[src/shared/ilc_pkg.sv]
// constants, encodings and carrier types for the indicator lamp controller
// assumes one 100 MHz clock and a single-word register port driven by the command processor
package ilc_pkg;

    // clock and timebase
    localparam int unsigned CLK_HZ          = 100_000_000;
    localparam int unsigned TICK_MS         = 1;
    localparam int unsigned TICK_CYCLES     = CLK_HZ / 1000 * TICK_MS;

    // lamp timing and blink counts; durations in milliseconds (one tick each)
    localparam int unsigned BOOT_BLINK_MS   = 1000;
    localparam int unsigned RAPID_HALF_MS   = 50;
    localparam int unsigned LINK_RATE_HZ    = 10;
    localparam int unsigned BLINK_PERIOD_MS = 1000 / LINK_RATE_HZ;
    localparam int unsigned BLINK_ON_MS     = BLINK_PERIOD_MS / 2;
    localparam int unsigned POLL_PERIOD_MS  = 1000;
    localparam int unsigned UNISON_HALF_MS  = 250;
    localparam int unsigned ENUM_BLINKS     = 3;
    localparam int unsigned POLL_BLINKS     = 2;
    localparam int unsigned PEND_W          = 3;

    // register addresses
    localparam logic [15:0] ADDR_MANUAL_LINK     = 16'h0bae;
    localparam logic [15:0] ADDR_MANUAL_ACTIVITY = 16'h0baf;
    localparam logic [15:0] ADDR_LAMP_MODE       = 16'hbb86;
    localparam logic [15:0] ADDR_LAMP_MODE_BOOT  = 16'hbbb8;

    // lamp mode encodings
    localparam logic [15:0] MODE_OFF    = 16'h0000;
    localparam logic [15:0] MODE_NORMAL = 16'h0001;
    localparam logic [15:0] MODE_LOW    = 16'h0002;
    localparam logic [15:0] MODE_MANUAL = 16'h0003;
    localparam logic [15:0] MODE_RESET  = MODE_NORMAL;

    // manual lamp register field
    localparam int unsigned MANUAL_ON_BIT = 0;

    typedef struct packed {
        logic        wr;
        logic        rd;
        logic [15:0] addr;
        logic [15:0] wdata;
    } ilc_reg_req_type;

    typedef struct packed {
        logic script_access;
        logic stream_prep;
        logic cmd_packet;
        logic stream_xfer;
        logic enum_done;
    } ilc_event_type;

    typedef struct packed {
        logic       checksum_busy;
        logic       image_copy;
        logic       dashboard_poll;
        logic [2:0] fw_stage;
    } ilc_status_type;

endpackage

[src/rtl/ilc_blink_engine.sv]
// one lamp blink generator: queues requested blinks and plays them at a fixed period
// assumes tick is a one-cycle pulse from the millisecond divider
module ilc_blink_engine #(
    parameter int unsigned CNT_W        = 3,
    parameter int unsigned ON_TICKS     = 50,
    parameter int unsigned PERIOD_TICKS = 100
) (
    input  wire logic             clk,
    input  wire logic             rst_n,
    input  wire logic             tick,
    input  wire logic             trig,
    input  wire logic             load,
    input  wire logic [CNT_W-1:0] load_cnt,
    output logic                  busy,
    output logic                  blink
);
    localparam int unsigned PH_W = $clog2(PERIOD_TICKS + 1);

    logic [CNT_W-1:0] pend_r;
    logic [PH_W-1:0]  phase_r;
    logic             active_r;
    logic             start;

    assign start = !active_r && (pend_r != '0);

    // pending blinks; a new request in the start cycle is kept, not lost
    always_ff @(posedge clk) begin
        if (!rst_n) begin
            pend_r <= '0;
        end else if (load) begin
            pend_r <= load_cnt;
        end else if (trig && !start) begin
            if (pend_r != {CNT_W{1'b1}}) begin
                pend_r <= pend_r + CNT_W'(1);
            end
        end else if (start && !trig) begin
            pend_r <= pend_r - CNT_W'(1);
        end
    end

    // one blink window per pending request, ending on the PERIOD_TICKS-th tick after start
    always_ff @(posedge clk) begin
        if (!rst_n) begin
            active_r <= 1'b0;
            phase_r  <= '0;
        end else if (start) begin
            active_r <= 1'b1;
            phase_r  <= '0;
        end else if (active_r && tick) begin
            if (phase_r == PH_W'(PERIOD_TICKS - 1)) begin
                active_r <= 1'b0;
            end
            phase_r <= phase_r + PH_W'(1);
        end
    end

    assign busy  = active_r || (pend_r != '0);
    assign blink = active_r && (phase_r < PH_W'(ON_TICKS));

endmodule // ilc_blink_engine

[src/rtl/ilc_lamp_ctrl.sv]
// indicator lamp controller: register port, boot pattern, activity and link lamp drive
// assumes events are one-cycle pulses and status inputs are levels, all on clk
module ilc_lamp_ctrl
    import ilc_pkg::*;
#(
    parameter int unsigned TICK_DIV = ilc_pkg::TICK_CYCLES
) (
    input  wire logic                    clk,
    input  wire logic                    rst_n,
    input  wire ilc_pkg::ilc_reg_req_type reg_req,
    output logic [15:0]                  reg_rdata,
    output logic                         reg_rvalid,
    input  wire ilc_pkg::ilc_event_type  ev,
    input  wire ilc_pkg::ilc_status_type st,
    input  wire logic [15:0]             boot_mode_stored,
    output logic [15:0]                  boot_mode_keep,
    output logic                         lamp_link,
    output logic                         lamp_activity
);
    import ilc_pkg::*;

    localparam int unsigned DIV_W  = $clog2(TICK_DIV);
    localparam int unsigned BOOT_W = $clog2(BOOT_BLINK_MS + 1);
    localparam int unsigned POLL_W = $clog2(POLL_PERIOD_MS);
    localparam int unsigned RAP_W  = $clog2(RAPID_HALF_MS);
    localparam int unsigned UNI_W  = $clog2(UNISON_HALF_MS);

    typedef enum logic [1:0] {
        ILC_CAPTURE,
        ILC_BOOT,
        ILC_RUN
    } ilc_phase_type;

    ilc_phase_type     phase_r;
    logic [DIV_W-1:0]  div_r;
    logic              tick_r;
    logic [BOOT_W-1:0] boot_cnt_r;
    logic [RAP_W-1:0]  rap_cnt_r;
    logic              rap_tog_r;
    logic [UNI_W-1:0]  uni_cnt_r;
    logic              uni_tog_r;
    logic [POLL_W-1:0] poll_cnt_r;
    logic              poll_load;
    logic [15:0]       lamp_mode_r;
    logic [15:0]       lamp_mode_boot_r;
    logic              man_link_r;
    logic              man_act_r;
    logic              enumerated_r;
    logic [2:0]        stage_prev_r;
    logic              stage_load;
    logic              act_trig;
    logic              link_trig;
    logic              link_load;
    logic [PEND_W-1:0] link_load_cnt;
    logic              act_blink;
    logic              link_blink;
    logic              act_nxt;
    logic              link_nxt;
    logic              lamp_act_r;
    logic              lamp_link_r;
    logic [15:0]       rdata_r;
    logic              rvalid_r;

    // millisecond enable; everything slower runs off this pulse
    always_ff @(posedge clk) begin
        if (!rst_n) begin
            div_r  <= '0;
            tick_r <= 1'b0;
        end else if (div_r == DIV_W'(TICK_DIV - 1)) begin
            div_r  <= '0;
            tick_r <= 1'b1;
        end else begin
            div_r  <= div_r + DIV_W'(1);
            tick_r <= 1'b0;
        end
    end

    // pattern togglers: fast one for the boot blink, slow one for update patterns
    always_ff @(posedge clk) begin
        if (!rst_n) begin
            rap_cnt_r <= '0;
            rap_tog_r <= 1'b1;
            uni_cnt_r <= '0;
            uni_tog_r <= 1'b1;
        end else if (tick_r) begin
            if (rap_cnt_r == RAP_W'(RAPID_HALF_MS - 1)) begin
                rap_cnt_r <= '0;
                rap_tog_r <= !rap_tog_r;
            end else begin
                rap_cnt_r <= rap_cnt_r + RAP_W'(1);
            end
            if (uni_cnt_r == UNI_W'(UNISON_HALF_MS - 1)) begin
                uni_cnt_r <= '0;
                uni_tog_r <= !uni_tog_r;
            end else begin
                uni_cnt_r <= uni_cnt_r + UNI_W'(1);
            end
        end
    end

    // power-up sequence: capture stored mode at release, then the boot blink window
    // boot blink window
    always_ff @(posedge clk) begin
        if (!rst_n) begin
            phase_r    <= ILC_CAPTURE;
            boot_cnt_r <= '0;
        end else begin
            case (phase_r)
                ILC_CAPTURE: begin
                    phase_r <= ILC_BOOT;
                end
                ILC_BOOT: begin
                    if (tick_r) begin
                        if (boot_cnt_r == BOOT_W'(BOOT_BLINK_MS - 1)) begin
                            phase_r <= ILC_RUN;
                        end
                        boot_cnt_r <= boot_cnt_r + BOOT_W'(1);
                    end
                end
                ILC_RUN: begin
                    phase_r <= ILC_RUN;
                end
                default: begin
                    phase_r <= ILC_CAPTURE;
                end
            endcase
        end
    end

    // mode registers; the stored boot mode is taken only after reset release
    // boot mode applied
    always_ff @(posedge clk) begin
        if (!rst_n) begin
            lamp_mode_r      <= MODE_RESET;
            lamp_mode_boot_r <= MODE_RESET;
        end else if (phase_r == ILC_CAPTURE) begin
            lamp_mode_r      <= boot_mode_stored;
            lamp_mode_boot_r <= boot_mode_stored;
        end else if (reg_req.wr) begin
            if (reg_req.addr == ADDR_LAMP_MODE) begin
                lamp_mode_r <= reg_req.wdata;
            end
            if (reg_req.addr == ADDR_LAMP_MODE_BOOT) begin
                lamp_mode_boot_r <= reg_req.wdata;
            end
        end
    end

    // manual lamp levels; only accepted while the mode is manual
    always_ff @(posedge clk) begin
        if (!rst_n) begin
            man_link_r <= 1'b0;
            man_act_r  <= 1'b0;
        end else if (reg_req.wr && (lamp_mode_r == MODE_MANUAL)) begin
            if (reg_req.addr == ADDR_MANUAL_LINK) begin
                man_link_r <= reg_req.wdata[MANUAL_ON_BIT];
            end
            if (reg_req.addr == ADDR_MANUAL_ACTIVITY) begin
                man_act_r <= reg_req.wdata[MANUAL_ON_BIT];
            end
        end
    end

    // read port; write-only and unmapped addresses answer zero
    always_ff @(posedge clk) begin
        if (!rst_n) begin
            rdata_r  <= '0;
            rvalid_r <= 1'b0;
        end else begin
            rvalid_r <= reg_req.rd;
            if (reg_req.rd) begin
                case (reg_req.addr)
                    ADDR_LAMP_MODE:      rdata_r <= lamp_mode_r;
                    ADDR_LAMP_MODE_BOOT: rdata_r <= lamp_mode_boot_r;
                    default:             rdata_r <= '0;
                endcase
            end
        end
    end

    // enumeration latch and firmware stage change detect
    always_ff @(posedge clk) begin
        if (!rst_n) begin
            enumerated_r <= 1'b0;
            stage_prev_r <= '0;
        end else begin
            stage_prev_r <= st.fw_stage;
            if (ev.enum_done) begin
                enumerated_r <= 1'b1;
            end
        end
    end

    // dashboard polling cadence; restarts whenever polling stops
    always_ff @(posedge clk) begin
        if (!rst_n || !st.dashboard_poll) begin
            poll_cnt_r <= '0;
        end else if (tick_r) begin
            if (poll_cnt_r == POLL_W'(POLL_PERIOD_MS - 1)) begin
                poll_cnt_r <= '0;
            end else begin
                poll_cnt_r <= poll_cnt_r + POLL_W'(1);
            end
        end
    end

    assign poll_load = st.dashboard_poll && tick_r &&
                       (poll_cnt_r == POLL_W'(POLL_PERIOD_MS - 1));

    assign act_trig   = ev.script_access || ev.stream_prep;
    assign stage_load = (st.fw_stage != stage_prev_r) && (st.fw_stage != 3'h0);

    assign link_trig = ev.cmd_packet || ev.stream_xfer;
    assign link_load     = ev.enum_done || poll_load;
    assign link_load_cnt = ev.enum_done ? PEND_W'(ENUM_BLINKS) : PEND_W'(POLL_BLINKS);

    ilc_blink_engine #(
        .CNT_W        (PEND_W),
        .ON_TICKS     (BLINK_ON_MS),
        .PERIOD_TICKS (BLINK_PERIOD_MS)
    ) u_act_blink (
        .clk      (clk),
        .rst_n    (rst_n),
        .tick     (tick_r),
        .trig     (act_trig),
        .load     (stage_load),
        .load_cnt (PEND_W'(st.fw_stage)),
        .busy     (),
        .blink    (act_blink)
    );

    // period caps rate at 10 Hz
    ilc_blink_engine #(
        .CNT_W        (PEND_W),
        .ON_TICKS     (BLINK_ON_MS),
        .PERIOD_TICKS (BLINK_PERIOD_MS)
    ) u_link_blink (
        .clk      (clk),
        .rst_n    (rst_n),
        .tick     (tick_r),
        .trig     (link_trig),
        .load     (link_load),
        .load_cnt (link_load_cnt),
        .busy     (),
        .blink    (link_blink)
    );

    // lamp selection; manual and off modes override every pattern
    always_comb begin
        act_nxt  = 1'b1;
        link_nxt = enumerated_r;
        if (lamp_mode_r == MODE_MANUAL) begin
            act_nxt  = man_act_r;
            link_nxt = man_link_r;
        end else if (lamp_mode_r == MODE_OFF) begin
            act_nxt  = 1'b0;
            link_nxt = 1'b0;
        end else if (phase_r != ILC_RUN) begin
            act_nxt  = rap_tog_r;
            link_nxt = rap_tog_r;
        end else if (st.image_copy) begin
            act_nxt  = uni_tog_r;
            link_nxt = !uni_tog_r;
        end else if (st.checksum_busy) begin
            act_nxt  = uni_tog_r;
            link_nxt = uni_tog_r;
        end else if (lamp_mode_r == MODE_LOW) begin
            // low power keeps lamps dark except for the blinks themselves
            act_nxt  = act_blink;
            link_nxt = link_blink;
        end else begin
            act_nxt  = !act_blink;
            link_nxt = enumerated_r ^ link_blink;
        end
    end

    // registered lamp drive so the pins never glitch on mode changes
    always_ff @(posedge clk) begin
        if (!rst_n) begin
            lamp_act_r  <= 1'b0;
            lamp_link_r <= 1'b0;
        end else begin
            lamp_act_r  <= act_nxt;
            lamp_link_r <= link_nxt;
        end
    end

    assign lamp_activity  = lamp_act_r;
    assign lamp_link      = lamp_link_r;
    assign reg_rdata      = rdata_r;
    assign reg_rvalid     = rvalid_r;
    assign boot_mode_keep = lamp_mode_boot_r;

endmodule // ilc_lamp_ctrl

[config.mk]
export PLATFORM = sky130hd
export DESIGN_NAME = ilc_lamp_ctrl
export DESIGN_NICKNAME = d
export VERILOG_FILES = /design/src/shared/ilc_pkg.sv /design/src/rtl/ilc_blink_engine.sv /design/src/rtl/ilc_lamp_ctrl.sv
export SDC_FILE = /design/constraint.sdc
export NUM_CORES = 1
export LEC_CHECK = 0
export ABC_AREA = 1
export BUFFER_PORTS_ARGS = -buffer_cell sky130_fd_sc_hd__buf_4
export CAP_MARGIN = 30
export CORE_ASPECT_RATIO = 0.9
export CORE_MARGIN = 10
export CORE_UTILIZATION = 60
export DETAILED_ROUTE_END_ITERATION = 6
export PLACE_DENSITY = 0.84
export SLEW_MARGIN = 20
export SYNTH_ARGS = -nofsm -noshare
export SYNTH_HDL_FRONTEND = slang
export SYNTH_SLANG_ARGS = --single-unit
[constraint.sdc]
create_clock -name clk -period 4.55 [get_ports clk]
set_input_delay 0.91 -clock clk [delete_from_list [all_inputs] [get_ports clk]]
set_output_delay 0.91 -clock clk [all_outputs]
set_load 0.05 [all_outputs]
==> results.sh <==
export IMPL_outcome="finished, final reports clean"
export IMPL_crit_path_start_kind="input pin"
export IMPL_final_layout_size_suffix_gt1_share_pct=16.4
export IMPL_cts_resized=0
export IMPL_chipHeight_um=118
export IMPL_globalRouteOverflowTotal=0
export IMPL_grt_pass1_vias=5759
export IMPL_hold_path_class="flop to flop"
export IMPL_wl_per_cell_um=13.9
export IMPL_ys_ff_latch=135
export IMPL_comb_power_share_pct=29.0
export IMPL_crit_fanout=22
export IMPL_mostFrequentLayoutCell="nand2_1"
export IMPL_grt_use_total_pct=20.4
export IMPL_cp_arrival_ps=2720
export IMPL_fp_dieW_um=129
export IMPL_crit_type="input pin to flop"
export IMPL_h_tree_depth=4
export IMPL_finalSetupViolCount=0
export IMPL_place_gp_congestion=0.870
export IMPL_grt_pass1_wl_mm=26.3
export IMPL_p_leak_nw=3.43
export IMPL_swShare_pct=36.0
export IMPL_hold_viol=0
export IMPL_dr_pass1_iters=5
export IMPL_p_int_mw=2.62
export IMPL_async_flop_share_pct=0
export IMPL_areaGrowthSynthToFinish_pct=21.5
export IMPL_io_buffers=97
export IMPL_row_count=35
export IMPL_cts_clk_slew_worst_paths_ps=60
export IMPL_max_freq_ghz=0.411
export IMPL_seq_area_frac_synth_pct=41.8
export IMPL_worstMarginPinSlew_ps=745
export IMPL_tns_ps=0
export IMPL_power_switching_mw=1.47
export IMPL_clock_root_buffer="clkbuf_16"
export IMPL_die_area_um2=15300
export IMPL_reg2reg_slack_ps=2230
export IMPL_final_nets=1053
export IMPL_drt_initial_drc_count=455
export IMPL_core_um2=10400
export IMPL_clock_sinks=135
export IMPL_pwr_share_clk_pct=35.1
export IMPL_finalMaxSlewViolations=0
export IMPL_vdd_drop_max_uv=445
export IMPL_cts_buffer_depth=2
export IMPL_vias_per_cell=5.40
export IMPL_drcViolationCount=0
export IMPL_slew_headroom_pct=50.3
export IMPL_ios=98
export IMPL_synth_ff_type="dfxtp_1"
export IMPL_avgSynthCellArea_um2=7.29
export IMPL_yosysWarnings=0
export IMPL_vias=6034
export IMPL_netlist_area_um2=6460
export IMPL_powerDensity_nw_per_um2=522
export IMPL_period_share_pct=53.4
export IMPL_yosysUniqueCellTypes=45
export IMPL_synthCells=886
export IMPL_postCtsSetupRepairBufs=0
export IMPL_cts_buffers=17
export IMPL_post_place_ws_ps=1800
export IMPL_diodes=0
export IMPL_skew_ps=10.8
export IMPL_antenna_found_initial=0
export IMPL_initial_core_util_pct=62.3
export IMPL_min_period_ps=2430
export IMPL_syn_nets=963
export IMPL_cts_hold_buffers=0
export IMPL_max_cap_viol_count=0
export IMPL_rsz0062_at_grt="no"
export IMPL_layout_common_cells="nand2_1 (163), inv_1 (146), dfxtp_1 (135), buf_4 (97), nor2_1 (70)"
export IMPL_wl_mm=15.6
export IMPL_seqPwrFrac_pct=35.9
export IMPL_tritoncts="done"
export IMPL_critical_path_required_ps=4840
export IMPL_layout_setup_ws_ps=2120
export IMPL_fin_util_pct=75.6
export IMPL_synth_edf_count=0
export IMPL_critPathCaptureType="flop"
export IMPL_insertion_delay_ps=420
export IMPL_ant_nets=0
export IMPL_grt_max_degree=76
export IMPL_place_hpwl_mm=10.6
[cell type report]
type | instances | area (um2)
tap | 129 | 161
clock inverter | 11 | 146
clock buffer | 21 | 480
multi-input combinational | 575 | 3070
inverter | 150 | 566
timing repair buffer | 97 | 728
sequential | 135 | 2700
fill | 794 | 2530
[final timing paths]
check                   start               to  cells after the start
hold reg to reg      div_r[0]         div_r[0]                      1
setup / recovery  reg_req[26]  lamp_mode_r[14]                      9
hold / removal       div_r[0]         div_r[0]                      1
setup reg to reg   phase_r[1]  lamp_mode_r[14]                      7
[cells in the mapped netlist, drive strengths merged, types with 3 or more instances]
cell type / n / area share, %
nand2: 167 / 9.9
inv: 150 / 8.8
dfxtp: 135 / 42
nor2: 76 / 4.8
a21oi: 69 / 5.3
o21ai: 56 / 4.8
nand3: 44 / 3.6
nor3: 37 / 3.2
o211ai: 23 / 2.7
clkbuf: 17 / 1.0
nand4: 17 / 1.8
ha: 12 / 2.3
o221ai: 11 / 1.5
a31oi: 10 / 0.97
nor3b: 10 / 1.2
buf: 9 / 0.97
xor2: 9 / 1.2
nor4: 8 / 0.77
or2: 7 / 0.68
xnor2: 5 / 0.68
a211oi: 3 / 0.35
or3: 3 / 0.29
[routing by layer]
layer	vias up	routed length (um)	track usage, %
met5	-	0	0
met4	0	263	6.75
met3	20	942	5.54
met2	188	7520	33.0
met1	2727	6860	25.5
li1	3099	-	-
[power by group through the flow]
| stage | Combinational (mW) | Clock [mW] | Sequential (mW) |
|---|---|---|---|
| final | 1.19 | 1.44 | 1.47 |
| after detailed placement | 1.17 | 0 | 1.49 |
| after CTS | 1.19 | 1.45 | 1.47 |
| after floorplan | 0.602 | 0 | 1.74 |
| after global placement | 1.15 | 0 | 1.49 |
| after global routing | 1.30 | 1.50 | 1.49 |
[through the flow]
stage          instances  power, mW  hold WS (ps)  cell area (um2)
2_1_floorplan        886       2.35           417             6460
3_3_place_gp        1086       2.63           427             7220
3_5_place_dp        1086       2.66           431             7220
4_1_cts             1118       4.11           445             7850
5_1_grt             1118       4.30           471             7850
6_report            1118       4.10           439             7850
[flip-flops by register name, indices dropped and copies added (netlist names), 6 cells and up]
signal                count
div_r                    17
u_link_blink.phase_r      7
u_act_blink.phase_r       7
boot_mode_keep           16
rap_cnt_r                 6
poll_cnt_r               10
lamp_mode_r              16
uni_cnt_r                 8
boot_cnt_r               10
reg_rdata                16
[worst max-delay path, cell delays in order]
cell and delay [ps]:
buf_4 100, inv_1 50, nand4_2 110, nor2_4 240, nand2_2 270, o21ai_2 440, inv_2 240, o21ai_0 260
a21oi_1 80
[kinds of logic after synthesis]
logic type / after synthesis / synth area share [%]
adders and majority gates: 14 / 2.94
AOI/OAI and AO/OA: 178 / 16.4
DFF: 135 / 41.8
buffers and inverters: 176 / 10.7
xor gates and xnor gates: 14 / 1.90
and+or+nand+nor: 369 / 26.2
No activity file was read; power rests on OpenSTA's default activity.
